[src/dtec_pkg.sv]
// constants for the dynamic fan-start temperature control register bank
package dtec_pkg;
    // data widths
    localparam int DTEC_DW = 8;
    localparam int DTEC_BUS_DW = 32;
    localparam int DTEC_PAD_W = DTEC_BUS_DW - DTEC_DW;
    localparam int DTEC_ADDR_W = 10;
    localparam int DTEC_IDX_LSB = 2;
    // register indices; byte address is four times the index
    localparam logic [7:0] DTEC_IDX_ENABLE = 8'h36;
    localparam logic [7:0] DTEC_IDX_CYCLE = 8'h37;
    localparam logic [7:0] DTEC_IDX_OPPT_R2 = 8'h38;
    localparam logic [7:0] DTEC_IDX_FST_LOCAL = 8'h39;
    localparam logic [7:0] DTEC_IDX_FST_R1 = 8'h3a;
    localparam logic [7:0] DTEC_IDX_FST_R2 = 8'h3b;
    localparam logic [7:0] DTEC_IDX_LOCK = 8'h3c;
    localparam logic [7:0] DTEC_IDX_R2_TEMP = 8'h3d;
    // field positions in the enable control register
    localparam int DTEC_BIT_R2_CAPTURE = 4;
    localparam int DTEC_BIT_R1_DYN = 5;
    localparam int DTEC_BIT_LOCAL_DYN = 6;
    localparam int DTEC_BIT_R2_DYN = 7;
    // field position in the lock register
    localparam int DTEC_BIT_LOCK = 0;
    // reset values
    localparam logic [7:0] DTEC_RST_ENABLE = 8'h00;
    localparam logic [7:0] DTEC_RST_CYCLE = 8'h00;
    localparam logic [7:0] DTEC_RST_OPPT = 8'h00;
    localparam logic [7:0] DTEC_RST_FST = 8'h00;
    localparam logic [7:0] DTEC_RST_TEMP = 8'h00;
    localparam logic [7:0] DTEC_ONE = 8'h01;
    // bus handshake states, gray coded
    typedef enum logic [1:0] {
        DTEC_BUS_IDLE = 2'b00,
        DTEC_BUS_ACK = 2'b01
    } dtec_bus_t;
endpackage : dtec_pkg

[src/dtec_regs.sv]
// dynamic fan-start temperature control bank with avalon-mm register slave
//
// Summary of operation
// RQ1: capture enabled and overtemp asserted: copy remote 2 temperature to operating point.
// RQ2: capture disabled: overtemp ignored, operating point keeps software value.
// RQ3: remote 1 dynamic enable turns remote 1 fan-start adjustment on or off.
// RQ4: local dynamic enable turns local fan-start adjustment on or off.
// RQ5: remote 2 dynamic enable turns remote 2 fan-start adjustment on or off.
// RQ6: adjustment uses zone temperature, operating point, high and low limits.
// RQ7: disabled zone keeps programmed fan-start temperature unchanged.
// RQ8: once lock bit is set, writes to control registers are rejected.
// RQ9: cycle configuration register resets to zero.
// RQ10: one capture per new overtemp assertion, using last completed measurement.
`timescale 1ns/10ps

// one zone's fan-start temperature, stepped once per adjust tick
module dtec_zone (
    input wire logic clk, // 40 mhz clock
    input wire logic reset, // async, active high
    input wire logic dyn_en, // zone dynamic enable
    input wire logic tick, // adjust tick pulse
    input wire logic [dtec_pkg::DTEC_DW-1:0] temp, // zone temperature
    input wire logic [dtec_pkg::DTEC_DW-1:0] op_point, // operating point
    input wire logic [dtec_pkg::DTEC_DW-1:0] lim_high, // high limit
    input wire logic [dtec_pkg::DTEC_DW-1:0] lim_low, // low limit
    input wire logic sw_wr, // software write strobe
    input wire logic [dtec_pkg::DTEC_DW-1:0] sw_data, // software value
    output logic [dtec_pkg::DTEC_DW-1:0] fan_start // fan-start temp
);
    import dtec_pkg::*;

    logic [DTEC_DW-1:0] fan_start_r;
    logic [DTEC_DW-1:0] fan_start_nxt;
    wire step_w = dyn_en & tick;
    // hot zone lowers the start point, cool zone raises it back
    wire lower_w = (temp > op_point) && (fan_start_r > lim_low); // RQ6
    wire raise_w = (temp < lim_low) && (fan_start_r < lim_high); // RQ6

    // software write wins over a step so a programmed value is never lost
    assign fan_start_nxt = sw_wr ? sw_data :
        (step_w && lower_w) ? fan_start_r - DTEC_ONE :
        (step_w && raise_w) ? fan_start_r + DTEC_ONE :
        fan_start_r; // RQ7

    always_ff @(posedge clk or posedge reset) begin
        if (reset) begin
            fan_start_r <= DTEC_RST_FST;
        end else begin
            fan_start_r <= fan_start_nxt;
        end
    end

    assign fan_start = fan_start_r;

    // lowering step of exactly one
    zone_lower_a: assert property (@(posedge clk) disable iff (reset) // RQ6
        (step_w && lower_w && !sw_wr) |=> fan_start_r == $past(fan_start_r) - DTEC_ONE)
        else $error("fan-start did not step down by one");
    // disabled zone holds its value
    zone_hold_a: assert property (@(posedge clk) disable iff (reset) // RQ7
        (!dyn_en && !sw_wr) |=> $stable(fan_start_r))
        else $error("fan-start changed while zone disabled");
endmodule : dtec_zone

// register bank top
module dtec_regs (
    input wire logic clk, // 40 mhz clock
    input wire logic reset, // async, active high
    input wire logic [dtec_pkg::DTEC_ADDR_W-1:0] address, // byte address
    input wire logic read, // avalon read
    input wire logic write, // avalon write
    input wire logic [dtec_pkg::DTEC_BUS_DW-1:0] writedata, // write data
    output logic [dtec_pkg::DTEC_BUS_DW-1:0] readdata, // read data
    output logic waitrequest, // avalon stall
    input wire logic overtemp_pin_n, // overtemp pin level, low asserted
    input wire logic remote2_temp_valid, // remote 2 measurement done
    input wire logic [dtec_pkg::DTEC_DW-1:0] remote2_temp, // remote 2 temp
    input wire logic [dtec_pkg::DTEC_DW-1:0] local_temp, // local temp
    input wire logic [dtec_pkg::DTEC_DW-1:0] remote1_temp, // remote 1 temp
    input wire logic [dtec_pkg::DTEC_DW-1:0] local_op_point, // local op pt
    input wire logic [dtec_pkg::DTEC_DW-1:0] remote1_op_point, // r1 op pt
    input wire logic [dtec_pkg::DTEC_DW-1:0] local_lim_high, // local high
    input wire logic [dtec_pkg::DTEC_DW-1:0] local_lim_low, // local low
    input wire logic [dtec_pkg::DTEC_DW-1:0] remote1_lim_high, // r1 high
    input wire logic [dtec_pkg::DTEC_DW-1:0] remote1_lim_low, // r1 low
    input wire logic [dtec_pkg::DTEC_DW-1:0] remote2_lim_high, // r2 high
    input wire logic [dtec_pkg::DTEC_DW-1:0] remote2_lim_low, // r2 low
    input wire logic adjust_tick, // monitoring cycle pulse
    output logic [dtec_pkg::DTEC_DW-1:0] cycle_config, // cycle fields
    output logic [dtec_pkg::DTEC_DW-1:0] remote2_op_point, // r2 op pt
    output logic [dtec_pkg::DTEC_DW-1:0] fan_start_temp_local, // local
    output logic [dtec_pkg::DTEC_DW-1:0] fan_start_temp_remote1, // r1
    output logic [dtec_pkg::DTEC_DW-1:0] fan_start_temp_remote2 // r2
);
    import dtec_pkg::*;

    dtec_bus_t bus_r;
    dtec_bus_t bus_nxt;
    logic waitrequest_r;
    logic [DTEC_BUS_DW-1:0] readdata_r;
    logic [DTEC_DW-1:0] enable_r;
    logic [DTEC_DW-1:0] enable_nxt;
    logic [DTEC_DW-1:0] cycle_r;
    logic [DTEC_DW-1:0] cycle_nxt;
    logic lock_r;
    logic [DTEC_DW-1:0] oppt_r;
    logic [DTEC_DW-1:0] oppt_nxt;
    logic [DTEC_DW-1:0] r2_latest_r;
    logic overtemp_prev_n_r;
    logic cycle_written_r;
    logic [DTEC_DW-1:0] rd_byte;

    // bus decode; a request is taken in the cycle waitrequest is low
    wire [7:0] idx_w = address[DTEC_ADDR_W-1:DTEC_IDX_LSB];
    wire [DTEC_DW-1:0] wbyte_w = writedata[DTEC_DW-1:0];
    wire req_w = read | write;
    wire take_w = write && !waitrequest_r;
    wire hit_enable_w = (idx_w == DTEC_IDX_ENABLE);
    wire hit_cycle_w = (idx_w == DTEC_IDX_CYCLE);
    wire hit_oppt_w = (idx_w == DTEC_IDX_OPPT_R2);
    wire hit_fst_l_w = (idx_w == DTEC_IDX_FST_LOCAL);
    wire hit_fst_r1_w = (idx_w == DTEC_IDX_FST_R1);
    wire hit_fst_r2_w = (idx_w == DTEC_IDX_FST_R2);
    wire hit_lock_w = (idx_w == DTEC_IDX_LOCK);
    wire hit_temp_w = (idx_w == DTEC_IDX_R2_TEMP);

    // the lock gates the control registers and itself
    wire wr_enable_w = take_w && hit_enable_w && !lock_r; // RQ8
    wire wr_cycle_w = take_w && hit_cycle_w && !lock_r; // RQ8
    wire wr_lock_w = take_w && hit_lock_w && !lock_r; // RQ8
    wire wr_oppt_w = take_w && hit_oppt_w;
    wire wr_fst_l_w = take_w && hit_fst_l_w;
    wire wr_fst_r1_w = take_w && hit_fst_r1_w;
    wire wr_fst_r2_w = take_w && hit_fst_r2_w;

    // capture fires once per falling edge of the pin
    wire capture_en_w = enable_r[DTEC_BIT_R2_CAPTURE];
    wire new_assert_w = overtemp_prev_n_r & ~overtemp_pin_n; // RQ10
    wire capture_w = capture_en_w && new_assert_w; // RQ1 RQ2

    // hardware capture wins over a software write in the same cycle
    assign oppt_nxt = capture_w ? r2_latest_r : // RQ1
        wr_oppt_w ? wbyte_w : oppt_r; // RQ2
    assign enable_nxt = wr_enable_w ? wbyte_w : enable_r;
    assign cycle_nxt = wr_cycle_w ? wbyte_w : cycle_r;

    // read mux; unmapped indices read zero
    assign rd_byte = hit_enable_w ? enable_r :
        hit_cycle_w ? cycle_r :
        hit_oppt_w ? oppt_r :
        hit_fst_l_w ? fan_start_temp_local :
        hit_fst_r1_w ? fan_start_temp_remote1 :
        hit_fst_r2_w ? fan_start_temp_remote2 :
        hit_lock_w ? {{(DTEC_DW-1){1'b0}}, lock_r} :
        hit_temp_w ? r2_latest_r : DTEC_RST_ENABLE;

    // one wait cycle, then one answer cycle, then back to stalling
    always_comb begin
        bus_nxt = bus_r;
        case (bus_r)
            DTEC_BUS_IDLE: begin
                if (req_w) begin
                    bus_nxt = DTEC_BUS_ACK;
                end
            end
            DTEC_BUS_ACK: begin
                bus_nxt = DTEC_BUS_IDLE;
            end
            default: begin
                bus_nxt = DTEC_BUS_IDLE;
            end
        endcase
    end

    // bus handshake flops
    always_ff @(posedge clk or posedge reset) begin
        if (reset) begin
            bus_r <= DTEC_BUS_IDLE;
            waitrequest_r <= 1'b1;
            readdata_r <= '0;
        end else begin
            bus_r <= bus_nxt;
            waitrequest_r <= (bus_nxt != DTEC_BUS_ACK);
            readdata_r <= {{DTEC_PAD_W{1'b0}}, rd_byte};
        end
    end

    // control and status registers
    always_ff @(posedge clk or posedge reset) begin
        if (reset) begin
            enable_r <= DTEC_RST_ENABLE;
            cycle_r <= DTEC_RST_CYCLE; // RQ9
            lock_r <= 1'b0;
            oppt_r <= DTEC_RST_OPPT;
            cycle_written_r <= 1'b0;
        end else begin
            enable_r <= enable_nxt;
            cycle_r <= cycle_nxt;
            lock_r <= lock_r | (wr_lock_w & wbyte_w[DTEC_BIT_LOCK]); // RQ8
            oppt_r <= oppt_nxt;
            cycle_written_r <= cycle_written_r | wr_cycle_w;
        end
    end

    // latest completed remote 2 reading and pin history
    always_ff @(posedge clk or posedge reset) begin
        if (reset) begin
            r2_latest_r <= DTEC_RST_TEMP;
            overtemp_prev_n_r <= 1'b1;
        end else begin
            if (remote2_temp_valid) begin
                r2_latest_r <= remote2_temp; // RQ10
            end
            overtemp_prev_n_r <= overtemp_pin_n;
        end
    end

    // per-zone fan-start stepping, enable bit picks the zone
    dtec_zone u_zone_local (
        .clk(clk),
        .reset(reset),
        .dyn_en(enable_r[DTEC_BIT_LOCAL_DYN]), // RQ4
        .tick(adjust_tick),
        .temp(local_temp),
        .op_point(local_op_point),
        .lim_high(local_lim_high),
        .lim_low(local_lim_low),
        .sw_wr(wr_fst_l_w),
        .sw_data(wbyte_w),
        .fan_start(fan_start_temp_local)
    );
    dtec_zone u_zone_remote1 (
        .clk(clk),
        .reset(reset),
        .dyn_en(enable_r[DTEC_BIT_R1_DYN]), // RQ3
        .tick(adjust_tick),
        .temp(remote1_temp),
        .op_point(remote1_op_point),
        .lim_high(remote1_lim_high),
        .lim_low(remote1_lim_low),
        .sw_wr(wr_fst_r1_w),
        .sw_data(wbyte_w),
        .fan_start(fan_start_temp_remote1)
    );
    dtec_zone u_zone_remote2 (
        .clk(clk),
        .reset(reset),
        .dyn_en(enable_r[DTEC_BIT_R2_DYN]), // RQ5
        .tick(adjust_tick),
        .temp(remote2_temp),
        .op_point(oppt_r),
        .lim_high(remote2_lim_high),
        .lim_low(remote2_lim_low),
        .sw_wr(wr_fst_r2_w),
        .sw_data(wbyte_w),
        .fan_start(fan_start_temp_remote2)
    );

    // outputs straight from flops
    assign readdata = readdata_r;
    assign waitrequest = waitrequest_r;
    assign cycle_config = cycle_r;
    assign remote2_op_point = oppt_r;

    // checks
    capture_load_a: assert property (@(posedge clk) disable iff (reset) // RQ1
        capture_w |=> oppt_r == $past(r2_latest_r))
        else $error("operating point not loaded on capture");
    capture_off_a: assert property (@(posedge clk) disable iff (reset) // RQ2
        (!capture_en_w && !wr_oppt_w) |=> $stable(oppt_r))
        else $error("operating point moved with capture disabled");
    remote1_gate_a: assert property (@(posedge clk) disable iff (reset) // RQ3
        (!$past(wr_fst_r1_w) && !$stable(fan_start_temp_remote1))
        |-> $past(enable_r[DTEC_BIT_R1_DYN] && adjust_tick))
        else $error("remote 1 fan-start moved while disabled");
    local_gate_a: assert property (@(posedge clk) disable iff (reset) // RQ4
        (enable_r[DTEC_BIT_LOCAL_DYN] && adjust_tick && !wr_fst_l_w
        && local_temp > local_op_point
        && fan_start_temp_local > local_lim_low)
        |=> fan_start_temp_local != $past(fan_start_temp_local))
        else $error("local fan-start not adjusted when enabled");
    remote2_gate_a: assert property (@(posedge clk) disable iff (reset) // RQ5
        (!enable_r[DTEC_BIT_R2_DYN] && !wr_fst_r2_w)
        |=> $stable(fan_start_temp_remote2))
        else $error("remote 2 fan-start moved while disabled");
    lock_hold_a: assert property (@(posedge clk) disable iff (reset) // RQ8
        (lock_r && take_w && (hit_cycle_w || hit_enable_w))
        |=> $stable(cycle_r) && $stable(enable_r) && lock_r)
        else $error("locked control register was written");
    cycle_reset_a: assert property (@(posedge clk) disable iff (reset) // RQ9
        !cycle_written_r |-> cycle_r == DTEC_RST_CYCLE)
        else $error("cycle register left its reset value");
    capture_once_a: assert property (@(posedge clk) disable iff (reset) // RQ10
        capture_w |=> !capture_w)
        else $error("capture fired twice for one assertion");
    bus_answer_a: assert property (@(posedge clk) disable iff (reset)
        (req_w && waitrequest_r) |=> !waitrequest_r ##1 waitrequest_r)
        else $error("bus answer not one cycle after request");

    capture_seen_c: cover property (@(posedge clk) disable iff (reset)
        capture_w ##1 (read && hit_oppt_w));
    locked_write_c: cover property (@(posedge clk) disable iff (reset)
        lock_r && take_w && hit_cycle_w);
    zone_step_c: cover property (@(posedge clk) disable iff (reset)
        adjust_tick && enable_r[DTEC_BIT_R2_DYN]
        ##1 !$stable(fan_start_temp_remote2));
endmodule : dtec_regs

[config.mk]
export PLATFORM = sky130hd
export DESIGN_NAME = dtec_regs
export DESIGN_NICKNAME = d
export VERILOG_FILES = /design/src/dtec_pkg.sv /design/src/dtec_regs.sv
export SDC_FILE = /design/constraint.sdc
export NUM_CORES = 1
export LEC_CHECK = 0
export BUFFER_PORTS_ARGS = -buffer_cell sky130_fd_sc_hd__buf_2
export CAP_MARGIN = 0
export CORE_ASPECT_RATIO = 0.8
export CORE_MARGIN = 8
export CORE_UTILIZATION = 50
export DETAILED_ROUTE_END_ITERATION = 7
export PLACE_DENSITY = 0.85
export SLEW_MARGIN = 20
export SYNTH_ARGS = -nofsm -noshare
export SYNTH_HDL_FRONTEND = slang
export SYNTH_SLANG_ARGS = --single-unit
[constraint.sdc]
create_clock -name clk -period 4.39 [get_ports clk]
set_input_delay 0.439 -clock clk [delete_from_list [all_inputs] [get_ports clk]]
set_output_delay 0.439 -clock clk [all_outputs]
set_load 0.01 [all_outputs]
==> impl_results.md <==
* Max IR drop VDD at 192 uV
* Initial antenna violation count at 0
* Least-Margin Pin Slew at 0.841 ns
* XOR/XNOR Fraction of Synth Area at 1.61%
* DP Area at 0.00742 mm2
* Seq/Total Area, Yosys at 26.5%
* Combinational family with the most area after synthesis: adder cells
* Number of H-tree levels at 3
* Leakage at 4.23 nW
* Hold_ws at 0.211 ns
* Final setup skew at 0.00564 ns
* Synth Flop Type: dfrtp_1
* Final slew viol count at 0
* Yosys warns at 0
* Post-CTS sizing at 0
* GR Util met3 at 6.23%
* Vias at 5910
* Die width at 144 um
* Core area at 0.0128 mm2
* Adder-cell share of the synthesized area at 21.6%
* Power per cell area at 246 mW/mm2
* HP Class: primary input to flop
* Worst Path Required at 4.60 ns
* Relative slew slack at 43.7%
* Dpl ws at 0.507 ns
* CTS buffer count at 9
* Proportion of layout cells with a drive suffix above 1 at 24.8%
* Netlist cell types at 80
* Startpoint types: flop
* FFs w/ async S/R, synth at 100%
* Post-Syn Instances at 725
* Synth Area in Compound Gates at 17.1%
* Port bufs at 159
* Tmin final at 3.82 ns
* Global Route met2 Usage at 34.4%
* Critical path class: flop to flop
* Final GP Congestion at 0.868
* Post-synthesis simple-gate area fraction at 14.8%
* DIE HEIGHT at 118 um
* Yosys top cell area share at 25.7%
* Drt via density at 5.54
* Layout area overhead at 18.7%
* Fmax at 0.262 GHz
* Yosys reg bits at 69
* Worst skew pair latency at 0.33 ns
* RSZ-0062 raised after global routing: false
* First-pass GRT wire length at 29400 um
* Met1 Resource Use GR at 27.7%
* Clock slew seen by the registers of the worst setup and hold paths at 0.05 ns
* Crit path DAT at 4.04 ns
* ANT cells at 0
* Setup crit end kind: flop
* GR Overflow Total at 0
* Status: finished clean
* Initial Util at 50.9%
* Most frequent cell after synthesis: ha_1
* 1st-iter DRT viols at 469
* Setup tns final at 0 ns
* Final period utilization at 87.1%
* CTS Hold Bufs at 0
* Synth area leaders: dfrtp_1, ha_1, inv_1, mux2i_1, mux2_2
* Gr busiest metal: met2
* Mux contribution to synthesized area at 9.38%
* # DRC at 0
* Design area at 0.00774 mm2
* Drt wl/cell at 17.3 um
* Synthesized cell area at 0.00653 mm2
* HPWL after DPL at 14800 um
* Most common library cells after synthesis: ha_1, inv_1, dfrtp_1, nand2_1, nor2_1
* CTS tree: yes
* Root Driver: clkbuf_16
* Final WL at 18500 um
* Total Nets Final at 1134
* Number of enable flip-flop cells after synthesis at 0
* Worst-case clock buffer depth at 2
* Setup repair bufs after CTS at 0
* I/O Pins at 210
* Area leader, netlist: dfrtp_1
* Max-Cap Viols at 0
* Row cnt at 37
* Die Area at 0.0170 mm2
* Vias in the first global route at 5770
* DRT Pass-1 Iters at 5
* Worst Path Max Fanout at 10
* Sink Count at 69
* Largest net degree at the start of global routing at 37
* Final WS setup at 0.566 ns
* Antenna violation net count after detailed routing at 0
* Synthesized area per cell at 9.00 um2
* Final hold viol count at 0
* Setup-failing EPs final at 0
* GR Util All Layers at 21.5%
-- stage by stage --
step | cells | power (mW) | util (%)
finish | 1066 | 1.90 | 60.4
global route | 1066 | 1.99 | 60.4
detailed placement | 1050 | 1.13 | 57.9
global placement | 1050 | 1.12 | 57.9
floorplan | 749 | 0.985 | -
CTS | 1066 | 1.91 | 60.3
-- placed cells by master, fill, tap and decap left out, types with 7 or more instances in the layout --
cell	count
dfrtp_1	67
nor3_1	7
o21ai_0	33
a21oi_1	42
xnor2_1	11
conb_1	25
mux2i_1	27
a22oi_1	7
nand2_1	52
a222oi_1	7
a21o_1	8
nand4_1	14
ha_1	108
mux2_2	23
nand3_1	26
nor2b_1	11
inv_1	87
buf_2	159
nor2_1	51
clkbuf_16	9
-- worst max-delay path, stage by stage (launching register included) --
cell and delay [ns]:
dfrtp_1 0.46, ha_1 0.32, nor2b_1 0.13, o211ai_1 0.16, a21oi_1 0.10, o31ai_1 0.48, nor2_1 0.34, ha_1 0.37
a21oi_1 0.21, o211ai_1 0.16, o41a_1 0.39, nand3_1 0.11, mux2i_1 0.07, or3_1 0.39
-- path summary, 6_finish.rpt --
path | from | end | slack [ns] | cells after the start
max | u_zone_remote2.fan_start[1] | u_zone_remote2.fan_start[7] | 0.57 | 13
min | overtemp_pin_n | overtemp_prev_n_r | 0.21 | 1
max reg2reg | u_zone_remote2.fan_start[1] | u_zone_remote2.fan_start[7] | 0.57 | 13
min reg2reg | lock_r | lock_r | 0.49 | 1
max in group asynchronous | reset | waitrequest | 3.17 | 3
min in group asynchronous | reset | u_zone_remote1.fan_start[1] | 0.26 | 2
-- routing by layer --
metal / part of all wire, % / vias up
li1: - / 2903
met1: 42 / 2723
met2: 46 / 245
met3: 9.4 / 39
met4: 2.3 / 0
met5: 0 / -
-- cell type report --
cell class	instances	area (um2)
inverters	88	330
multi-input cells	553	4300
fillers	1069	5080
flip-flops and latches	69	1730
clock inverters	3	68.8
repair buffers	165	841
clock buffers	13	250
well taps	175	219
-- registers in the layout, indices dropped and copies added, names as in the netlist --
signal,flops
lock_r,1
cycle_config,8
u_zone_remote1.fan_start,8
r2_latest_r,8
bus_r,2
overtemp_prev_n_r,1
waitrequest,1
u_zone_local.fan_start,8
remote2_op_point,8
enable_r,8
u_zone_remote2.fan_start,8
readdata,8
-- where the power goes --
| part | leakage, nW | internal (mW) | total (mW) | switching, mW |
|---|---|---|---|---|
| clock network | 0.154 | 0.514 | 0.779 | 0.265 |
| registers | 0.903 | 0.669 | 0.711 | 0.0422 |
| logic | 3.17 | 0.185 | 0.413 | 0.228 |
| total | 4.23 | 1.37 | 1.90 | 0.534 |
-- logic make-up after synthesis --
family / after synthesis
flip-flops: 69
XOR/XNOR: 12
adder cells (fa/ha/maj): 111
buffers and inverters: 127
multiplexers: 57
other: 1
AO/OA/AOI/OAI: 156
AND/OR/NAND/NOR: 192
Note: power is estimated with default switching activity, not from simulation.
